### src/rtl/rxq_pkg.sv
// Package of constants for the receive stream qualifier block
package rxq_pkg;
    localparam int RXQ_DATA_W = 256;
    localparam int RXQ_PAR_W = 32;
    localparam int RXQ_QW_W = 64;
    localparam int RXQ_EMPTY_W = 2;
    localparam int RXQ_READY_DELAY = 2;
    localparam int RXQ_FIFO_DEPTH = 4;
    localparam logic [1:0] RXQ_EMPTY_NONE = 2'h0;
    localparam logic [1:0] RXQ_EMPTY_ONE = 2'h1;
    localparam logic [1:0] RXQ_EMPTY_TWO = 2'h2;
    localparam logic [1:0] RXQ_EMPTY_THREE = 2'h3;
    localparam logic [1:0] RXQ_RESET_EMPTY = 2'h0;
    localparam logic [1:0] RXQ_RESET_PIPE = 2'h0;
    typedef enum logic [1:0] {
        RXQ_IDLE = 2'b00,
        RXQ_MID = 2'b01
    } rxq_pkt_e;
endpackage : rxq_pkg

### src/rtl/rxq_fifo.sv
// Small valid/ready FIFO with registered read data
`timescale 1ns/1ps
`default_nettype none
module rxq_fifo #(
    parameter int WIDTH = 8,
    parameter int DEPTH = 4
) (
    input wire logic clk_i,
    input wire logic rstn_i,
    input wire logic in_valid_i,
    output logic in_ready_o,
    input wire logic [WIDTH-1:0] in_data_i,
    output logic out_valid_o,
    input wire logic out_ready_i,
    output logic [WIDTH-1:0] out_data_o
);
    localparam int AW = (DEPTH > 1) ? $clog2(DEPTH) : 1;
    initial begin
        if (DEPTH < 2 || (DEPTH & (DEPTH - 1)) != 0)
            $error("rxq_fifo depth must be a power of two of 2 or more");
    end
    logic [WIDTH-1:0] mem_r [DEPTH];
    logic [AW-1:0] wp_r, wp_nxt, rp_r, rp_nxt;
    logic [AW:0] cnt_r, cnt_nxt;
    logic [WIDTH-1:0] dout_r, dout_nxt;
    logic ov_r, ov_nxt;
    logic push, pop_mem;

    // Output stage is a register; memory feeds it when empty or draining
    always_comb begin
        push = in_valid_i && (cnt_r != (AW+1)'(DEPTH));
        pop_mem = (cnt_r != '0) && (!ov_r || out_ready_i);
        wp_nxt = push ? wp_r + 1'b1 : wp_r;
        rp_nxt = pop_mem ? rp_r + 1'b1 : rp_r;
        cnt_nxt = cnt_r + (AW+1)'(push) - (AW+1)'(pop_mem);
        dout_nxt = pop_mem ? mem_r[rp_r] : dout_r;
        ov_nxt = pop_mem ? 1'b1 : (ov_r && !out_ready_i);
    end

    always_ff @(posedge clk_i or negedge rstn_i) begin
        if (!rstn_i) begin
            wp_r <= '0;
            rp_r <= '0;
            cnt_r <= '0;
            dout_r <= '0;
            ov_r <= 1'b0;
        end else begin
            wp_r <= wp_nxt;
            rp_r <= rp_nxt;
            cnt_r <= cnt_nxt;
            dout_r <= dout_nxt;
            ov_r <= ov_nxt;
        end
    end

    always_ff @(posedge clk_i) begin
        if (push) begin
            mem_r[wp_r] <= in_data_i;
        end
    end

    assign in_ready_o = (cnt_r != (AW+1)'(DEPTH));
    assign out_valid_o = ov_r;
    assign out_data_o = dout_r;
endmodule : rxq_fifo
`default_nettype wire

### src/rtl/rxq_top.sv
// Receive stream qualifier: valid, markers, parity, empty and error
`timescale 1ns/1ps
`default_nettype none
// Behaviour
// Valid marks exactly the cycles words transfer
// Valid drops within 2 clocks of ready low
// Valid returns within 2 clocks of ready
// Parity driven only when parity option enabled
// Parity bit n is odd parity byte n
// Empty counts unused top quadwords at packet end
// Code 00: all 256 bits valid
// Code 01: bits 191..0 valid
// Code 10: bits 127..0 valid
// Code 11: only bits 63..0 valid
// Error flag marks uncorrectable error in TLP
// First marker on first TLP transfer
// Last marker on final TLP transfer
// Ready sampled two cycles before transfer
// Application drops ready to throttle
// Parity computed from and aligned with word
module rxq_top
    import rxq_pkg::*;
#(
    parameter bit PARITY_EN = 1'b1,
    parameter int DEPTH = RXQ_FIFO_DEPTH
) (
    input wire logic CLK_I,
    input wire logic RSTN_I,
    input wire logic SRC_VALID_I,
    output logic SRC_READY_O,
    input wire logic [RXQ_DATA_W-1:0] SRC_WORD_I,
    input wire logic SRC_FIRST_I,
    input wire logic SRC_LAST_I,
    input wire logic [RXQ_EMPTY_W-1:0] SRC_EMPTY_I,
    input wire logic SRC_ERROR_I,
    input wire logic RX_SINK_READY_I,
    output logic RX_WORD_VALID_O,
    output logic [RXQ_DATA_W-1:0] RX_TLP_WORD_O,
    output logic [RXQ_PAR_W-1:0] RX_BYTE_PARITY_O,
    output logic RX_TLP_FIRST_O,
    output logic RX_TLP_LAST_O,
    output logic [RXQ_EMPTY_W-1:0] RX_EMPTY_QWORDS_O,
    output logic RX_TLP_ERROR_O
);
    localparam int FW = RXQ_DATA_W + RXQ_EMPTY_W + 3;

    initial begin
        if (DEPTH != RXQ_FIFO_DEPTH)
            $error("rxq_top fifo depth must be four");
    end

    // Odd parity per byte: bit set when byte holds even ones
    function automatic logic [RXQ_PAR_W-1:0] odd_par(
        input logic [RXQ_DATA_W-1:0] w);
        logic [RXQ_PAR_W-1:0] p;
        p = '0;
        for (int i = 0; i < RXQ_PAR_W; i++) begin
            p[i] = ~(^w[i*8 +: 8]);
        end
        return p;
    endfunction : odd_par

    // Empty code is only meaningful on a last cycle; else all valid
    function automatic logic [1:0] empty_code(input logic last,
                                              input logic [1:0] e);
        logic [1:0] c;
        c = RXQ_EMPTY_NONE;
        if (last) begin
            unique case (e)
                RXQ_EMPTY_NONE: c = RXQ_EMPTY_NONE;
                RXQ_EMPTY_ONE: c = RXQ_EMPTY_ONE;
                RXQ_EMPTY_TWO: c = RXQ_EMPTY_TWO;
                RXQ_EMPTY_THREE: c = RXQ_EMPTY_THREE;
            endcase
        end
        return c;
    endfunction : empty_code

    logic [FW-1:0] fin, fout;
    logic f_valid, f_ready, f_in_ready;
    logic src_take;

    // Only a word offered while the source sees ready is written
    assign src_take = SRC_VALID_I && SRC_READY_O;

    assign fin = {SRC_ERROR_I, SRC_FIRST_I, SRC_LAST_I, SRC_EMPTY_I,
                  SRC_WORD_I};

    rxq_fifo #(
        .WIDTH(FW),
        .DEPTH(DEPTH)
    ) u_fifo (
        .clk_i(CLK_I),
        .rstn_i(RSTN_I),
        .in_valid_i(src_take),
        .in_ready_o(f_in_ready),
        .in_data_i(fin),
        .out_valid_o(f_valid),
        .out_ready_i(f_ready),
        .out_data_o(fout)
    );

    // Ready delay line: ready seen at n grants a transfer at n+2
    logic [RXQ_READY_DELAY-1:0] rdy_pipe_r, rdy_pipe_nxt;
    logic grant;

    always_comb begin
        rdy_pipe_nxt = {rdy_pipe_r[RXQ_READY_DELAY-2:0], RX_SINK_READY_I};
        grant = rdy_pipe_r[RXQ_READY_DELAY-1];
    end

    always_ff @(posedge CLK_I or negedge RSTN_I) begin
        if (!RSTN_I) begin
            rdy_pipe_r <= RXQ_RESET_PIPE;
        end else begin
            rdy_pipe_r <= rdy_pipe_nxt;
        end
    end

    // Output stage: word is loaded so it shows in the granted cycle.
    // Grant is known one cycle early from the first pipe stage.
    logic early_grant;
    logic load;
    logic valid_r, valid_nxt;
    logic [RXQ_DATA_W-1:0] word_r, word_nxt;
    logic [RXQ_PAR_W-1:0] par_r, par_nxt;
    logic first_r, first_nxt, last_r, last_nxt, err_r, err_nxt;
    logic [RXQ_EMPTY_W-1:0] empty_r, empty_nxt;

    always_comb begin
        early_grant = rdy_pipe_r[RXQ_READY_DELAY-2];
        load = early_grant && f_valid;
        f_ready = early_grant;
        valid_nxt = load;
        word_nxt = word_r;
        par_nxt = par_r;
        first_nxt = 1'b0;
        last_nxt = 1'b0;
        err_nxt = 1'b0;
        empty_nxt = RXQ_RESET_EMPTY;
        if (load) begin
            word_nxt = fout[RXQ_DATA_W-1:0];
            if (PARITY_EN) begin
                par_nxt = odd_par(fout[RXQ_DATA_W-1:0]);
            end
            last_nxt = fout[RXQ_DATA_W+2];
            first_nxt = fout[RXQ_DATA_W+3];
            err_nxt = fout[RXQ_DATA_W+4];
            empty_nxt = empty_code(fout[RXQ_DATA_W+2],
                                   fout[RXQ_DATA_W +: 2]);
        end
    end

    always_ff @(posedge CLK_I or negedge RSTN_I) begin
        if (!RSTN_I) begin
            valid_r <= 1'b0;
            word_r <= '0;
            par_r <= '0;
            first_r <= 1'b0;
            last_r <= 1'b0;
            err_r <= 1'b0;
            empty_r <= RXQ_RESET_EMPTY;
        end else begin
            valid_r <= valid_nxt;
            word_r <= word_nxt;
            par_r <= par_nxt;
            first_r <= first_nxt;
            last_r <= last_nxt;
            err_r <= err_nxt;
            empty_r <= empty_nxt;
        end
    end

    // Source ready is fifo space registered, ANDed with the current fifo space
    logic src_rdy_r;
    always_ff @(posedge CLK_I or negedge RSTN_I) begin
        if (!RSTN_I) begin
            src_rdy_r <= 1'b0;
        end else begin
            src_rdy_r <= f_in_ready;
        end
    end

    assign SRC_READY_O = src_rdy_r && f_in_ready;
    assign RX_WORD_VALID_O = valid_r;
    assign RX_TLP_WORD_O = word_r;
    assign RX_BYTE_PARITY_O = par_r;
    assign RX_TLP_FIRST_O = first_r;
    assign RX_TLP_LAST_O = last_r;
    assign RX_EMPTY_QWORDS_O = empty_r;
    assign RX_TLP_ERROR_O = err_r;
    logic unused_grant;
    assign unused_grant = grant;
endmodule : rxq_top
`default_nettype wire

### config.mk
export PLATFORM = sky130hd
export DESIGN_NAME = rxq_top
export DESIGN_NICKNAME = d
export VERILOG_FILES = /design/src/rtl/rxq_pkg.sv /design/src/rtl/rxq_fifo.sv /design/src/rtl/rxq_top.sv
export SDC_FILE = /design/constraint.sdc
export NUM_CORES = 2
export LEC_CHECK = 0
export BUFFER_PORTS_ARGS = -buffer_cell sky130_fd_sc_hd__buf_4
export CAP_MARGIN = 10
export CORE_AREA = 2 2 493 299
export CTS_CLUSTER_DIAMETER = 120
export DETAILED_ROUTE_END_ITERATION = 6
export DIE_AREA = 0 0 495 301
export MAX_ROUTING_LAYER = met4
export RECOVER_POWER = 25
export SLEW_MARGIN = 20
export SYNTH_ARGS = -nofsm -noshare
export SYNTH_HDL_FRONTEND = slang
export SYNTH_SLANG_ARGS = --single-unit
export TNS_END_PERCENT = 10
### constraint.sdc
create_clock -name CLK_I -period 9.2 [get_ports CLK_I]
set_clock_uncertainty 0.1 [all_clocks]
set_input_delay 1.38 -clock CLK_I [delete_from_list [all_inputs] [get_ports CLK_I]]
set_output_delay 1.38 -clock CLK_I [all_outputs]
set_load 0.02 [all_outputs]
==> results by group <==
GRT
  – Largest net degree at the start of global routing: between 150 and 200
  – Vias in the first global route: just over 30000
  – Grt ovf: 0
  – Initial antenna violation count: 35
  – Total global-route track usage: 0.190
  – First-pass GRT wire length: between 200000 and 250000 um

Clock tree
  – H-Tree Depth: 4
  – Clk_lat worst skew: about 790 ps
  – Clock buffer depth: 3
  – Hold buffer count at CTS: 0
  – CTS buffer count: ~150
  – CTS tree: done
  – Post-CTS Setup Bufs: 0
  – Root Driver: clkbuf_16
  – CTS sink cnt: between 1500 and 2000
  – CTS resizes: 0
  – Worst-path clk slew: approximately 60 ps

Timing
  – Slew Limit Fails: 0
  – Worst relative slew slack: 0.174
  – TNS Setup: 0 ps
  – Tmin final: between 3000 and 4000 ps
  – Final setup violation count: 0
  – Min setup slack post-route: approximately 5700 ps
  – Worst-Margin Slew: 1240 ps
  – RSZ-0062 raised after global routing: false
  – Period utilisation layout: 0.382
  – Fmax achieved: roughly 0.28 GHz
  – Final hold viol count: 0

Pwr
  – Internal: ~18 mW
  – VDD IR max: roughly 210 uV
  – Sequential share of power: 0.435
  – Comb pwr share: 0.326
  – Clock share of power: 0.239
  – Switch share: 0.326
  – PwrDens: between 300 and 400 nW/um^2
  – Leakage: ~27 nW
  – Net Switching: around 8.6 mW

Setup path
  – Crit-path max cell delay: approximately 690 ps
  – Startpoint types: primary input
  – Critical path class: in2reg
  – Flop2flop setup slack: between 5000 and 6000 ps
  – Worst setup EP type: flip-flop
  – Cell mode on critical path: buf_4
  – CP required: 9510 ps
  – Crit path DAT: around 3800 ps
  – Cell at the slowest stage of the critical path: and2_4
  – CP max FO: 43
  – CP cell instances: buf_4 -> and3_1 -> and2_4 -> buf_4 -> buf_4

Logic synthesis
  – Syn nets: ~3600
  – Synth Warn #: 0
  – Cell area after synthesis: about 60000 um^2
  – Post-synthesis sequential area ratio: 0.753
  – Distinct cell type count after synthesis: 21
  – Yosys reg bits: between 1500 and 2000
  – Post-Synthesis Cells: approximately 3400
  – Syn Area/Cell: roughly 18 um^2

Die
  – Initial Util: 0.419
  – Row cnt: roughly 110
  – I/O pin count: 560
  – DIE HEIGHT: between 300 and 400 um
  – Die area: roughly 150000 um^2
  – Core Box Area: roughly 140000 um^2
  – Die width: between 400 and 500 um

Detailed routing
  – Max Used Layer: met4
  – WL final: between 100000 and 150000 um
  – DRC viols: 0
  – Final ANT Viol Nets: 0
  – Drt first pass iters: 5
  – Via Count: ~30000
  – M1 WL: about 62000 um
  – Met2 WL: about 65000 um
  – Routed len/inst: about 23 um
  – Routed vias/inst: ~5.0
  – Wire length on met3: around 7200 um
  – First DRT Iteration DRCs: about 2300

Hold path
  – Worst min path class: reg2reg

Placed design
  – Final HPWL DP: approximately 82000 um
  – Buffers added on ports: between 500 and 600
  – Place WS: roughly 4800 ps
  – Routability cong.: 0.760

Finish
  – Area growth syn-to-layout: 17.6%
  – Commonest non-fill, non-tap cells in the layout: edfxtp_1, nand2_1, dfrtp_1
  – Share of layout cells above drive strength 1: 0.274
  – Final net count: 4249
  – Commonest non-fill, non-tap cell in the layout: edfxtp_1

Outcome
  – Run status: finished clean

Flow run
  – Max Cap Violations: 0
[final timing paths]
path / start / endpoint / cells after the start
min in group asynchronous: RSTN_I / RX_TLP_WORD_O[27] / 1
max in group asynchronous: RSTN_I / RX_TLP_WORD_O[139] / 3
setup reg to reg: u_fifo.rp_r[0] / u_fifo.out_data_o[56] / 4
hold reg to reg: RX_TLP_WORD_O[129] / RX_TLP_WORD_O[129] / 2
hold / removal: RX_TLP_WORD_O[129] / RX_TLP_WORD_O[129] / 2
setup / recovery: SRC_VALID_I / u_fifo.mem_r[3][64] / 5
[layout make-up]
type                            instances  area (um^2)
Fill cell                           12300        73000
Sequential cell                      1609        45500
Multi-Input combinational cell       1608        14200
Clock buffer                          207         4180
Timing Repair Buffer                  598         3730
Tap cell                             1925         2410
Clock inverter                         77          857
Antenna cell                           36         90.1
Inverter                                9         41.3
[metrics by stage]
stage	hold WS, ps	utilization	cells	area (um^2)	total power [mW]
after floorplan	349	-	3377	60400	17.6
after global placement	360	0.463	5749	66800	20.4
after detailed placement	364	0.463	5749	66800	20.5
after CTS	380	0.498	6033	71800	26.9
after global routing	399	0.493	6067	71000	28.0
final	375	0.493	6069	71000	26.5
[flip-flops by register name, indices dropped and copies added (netlist names)]
signal / count
RX_BYTE_PARITY_O: 32
RX_EMPTY_QWORDS_O: 2
RX_TLP_ERROR_O: 1
RX_TLP_FIRST_O: 1
RX_TLP_LAST_O: 1
RX_TLP_WORD_O: 256
RX_WORD_VALID_O: 1
rdy_pipe_r: 1
src_rdy_r: 1
u_fifo.cnt_r: 3
u_fifo.mem_r: 1044
u_fifo.out_data_o: 261
u_fifo.out_valid_o: 1
u_fifo.rp_r: 2
u_fifo.wp_r: 2
[cells by family after synthesis]
logic type / Yosys count / share of synthesized area
compound gates: 34 / 0.00282
flops: 1609 / 0.753
fa+ha+maj: 7 / 0.00157
mux: 523 / 0.146
xor+xnor: 229 / 0.0332
simple gates: 815 / 0.0511
buf+inv: 160 / 0.0121
[critical path: cells and delay by family]
family,cells,cell delay [ps]
simple gates,2,1020
buf+inv,3,1360
[power by group through the flow]
stage	sequential [mW]	clock [mW]	combinational (mW)
after floorplan	12.2	0	5.44
after global placement	11.7	0	8.75
after detailed placement	11.7	0	8.83
after CTS	11.6	6.51	8.86
after global routing	11.8	6.82	9.38
final	11.5	6.33	8.62
[cell usage after synthesis]
master	number	area (um^2)
a21oi_1	1	5.00
buf_1	11	41.3
nand2_1	802	3010
nor3_1	1	5.00
clkinv_1	1	3.75
buf_6	8	90.1
xnor2_1	196	1720
inv_1	8	30.0
xor2_1	33	289
ha_1	6	75.1
buf_2	56	280
clkbuf_1	76	285
edfxtp_1	1044	31400
nand3_1	1	5.00
o21ai_0	33	165
dfrtp_1	565	14100
fa_1	1	20.0
mux4_2	261	5880
and2_1	7	43.8
and3_1	4	25.0
mux2_2	262	2950
[per-layer routing]
layer / vias to the layer above / global-route usage
met5: - / -
met4: 0 / 0.0493
met3: 180 / 0.0455
met2: 643 / 0.284
met1: 15900 / 0.262
li1: 13600 / -
Power figures use the tool's default switching activity.
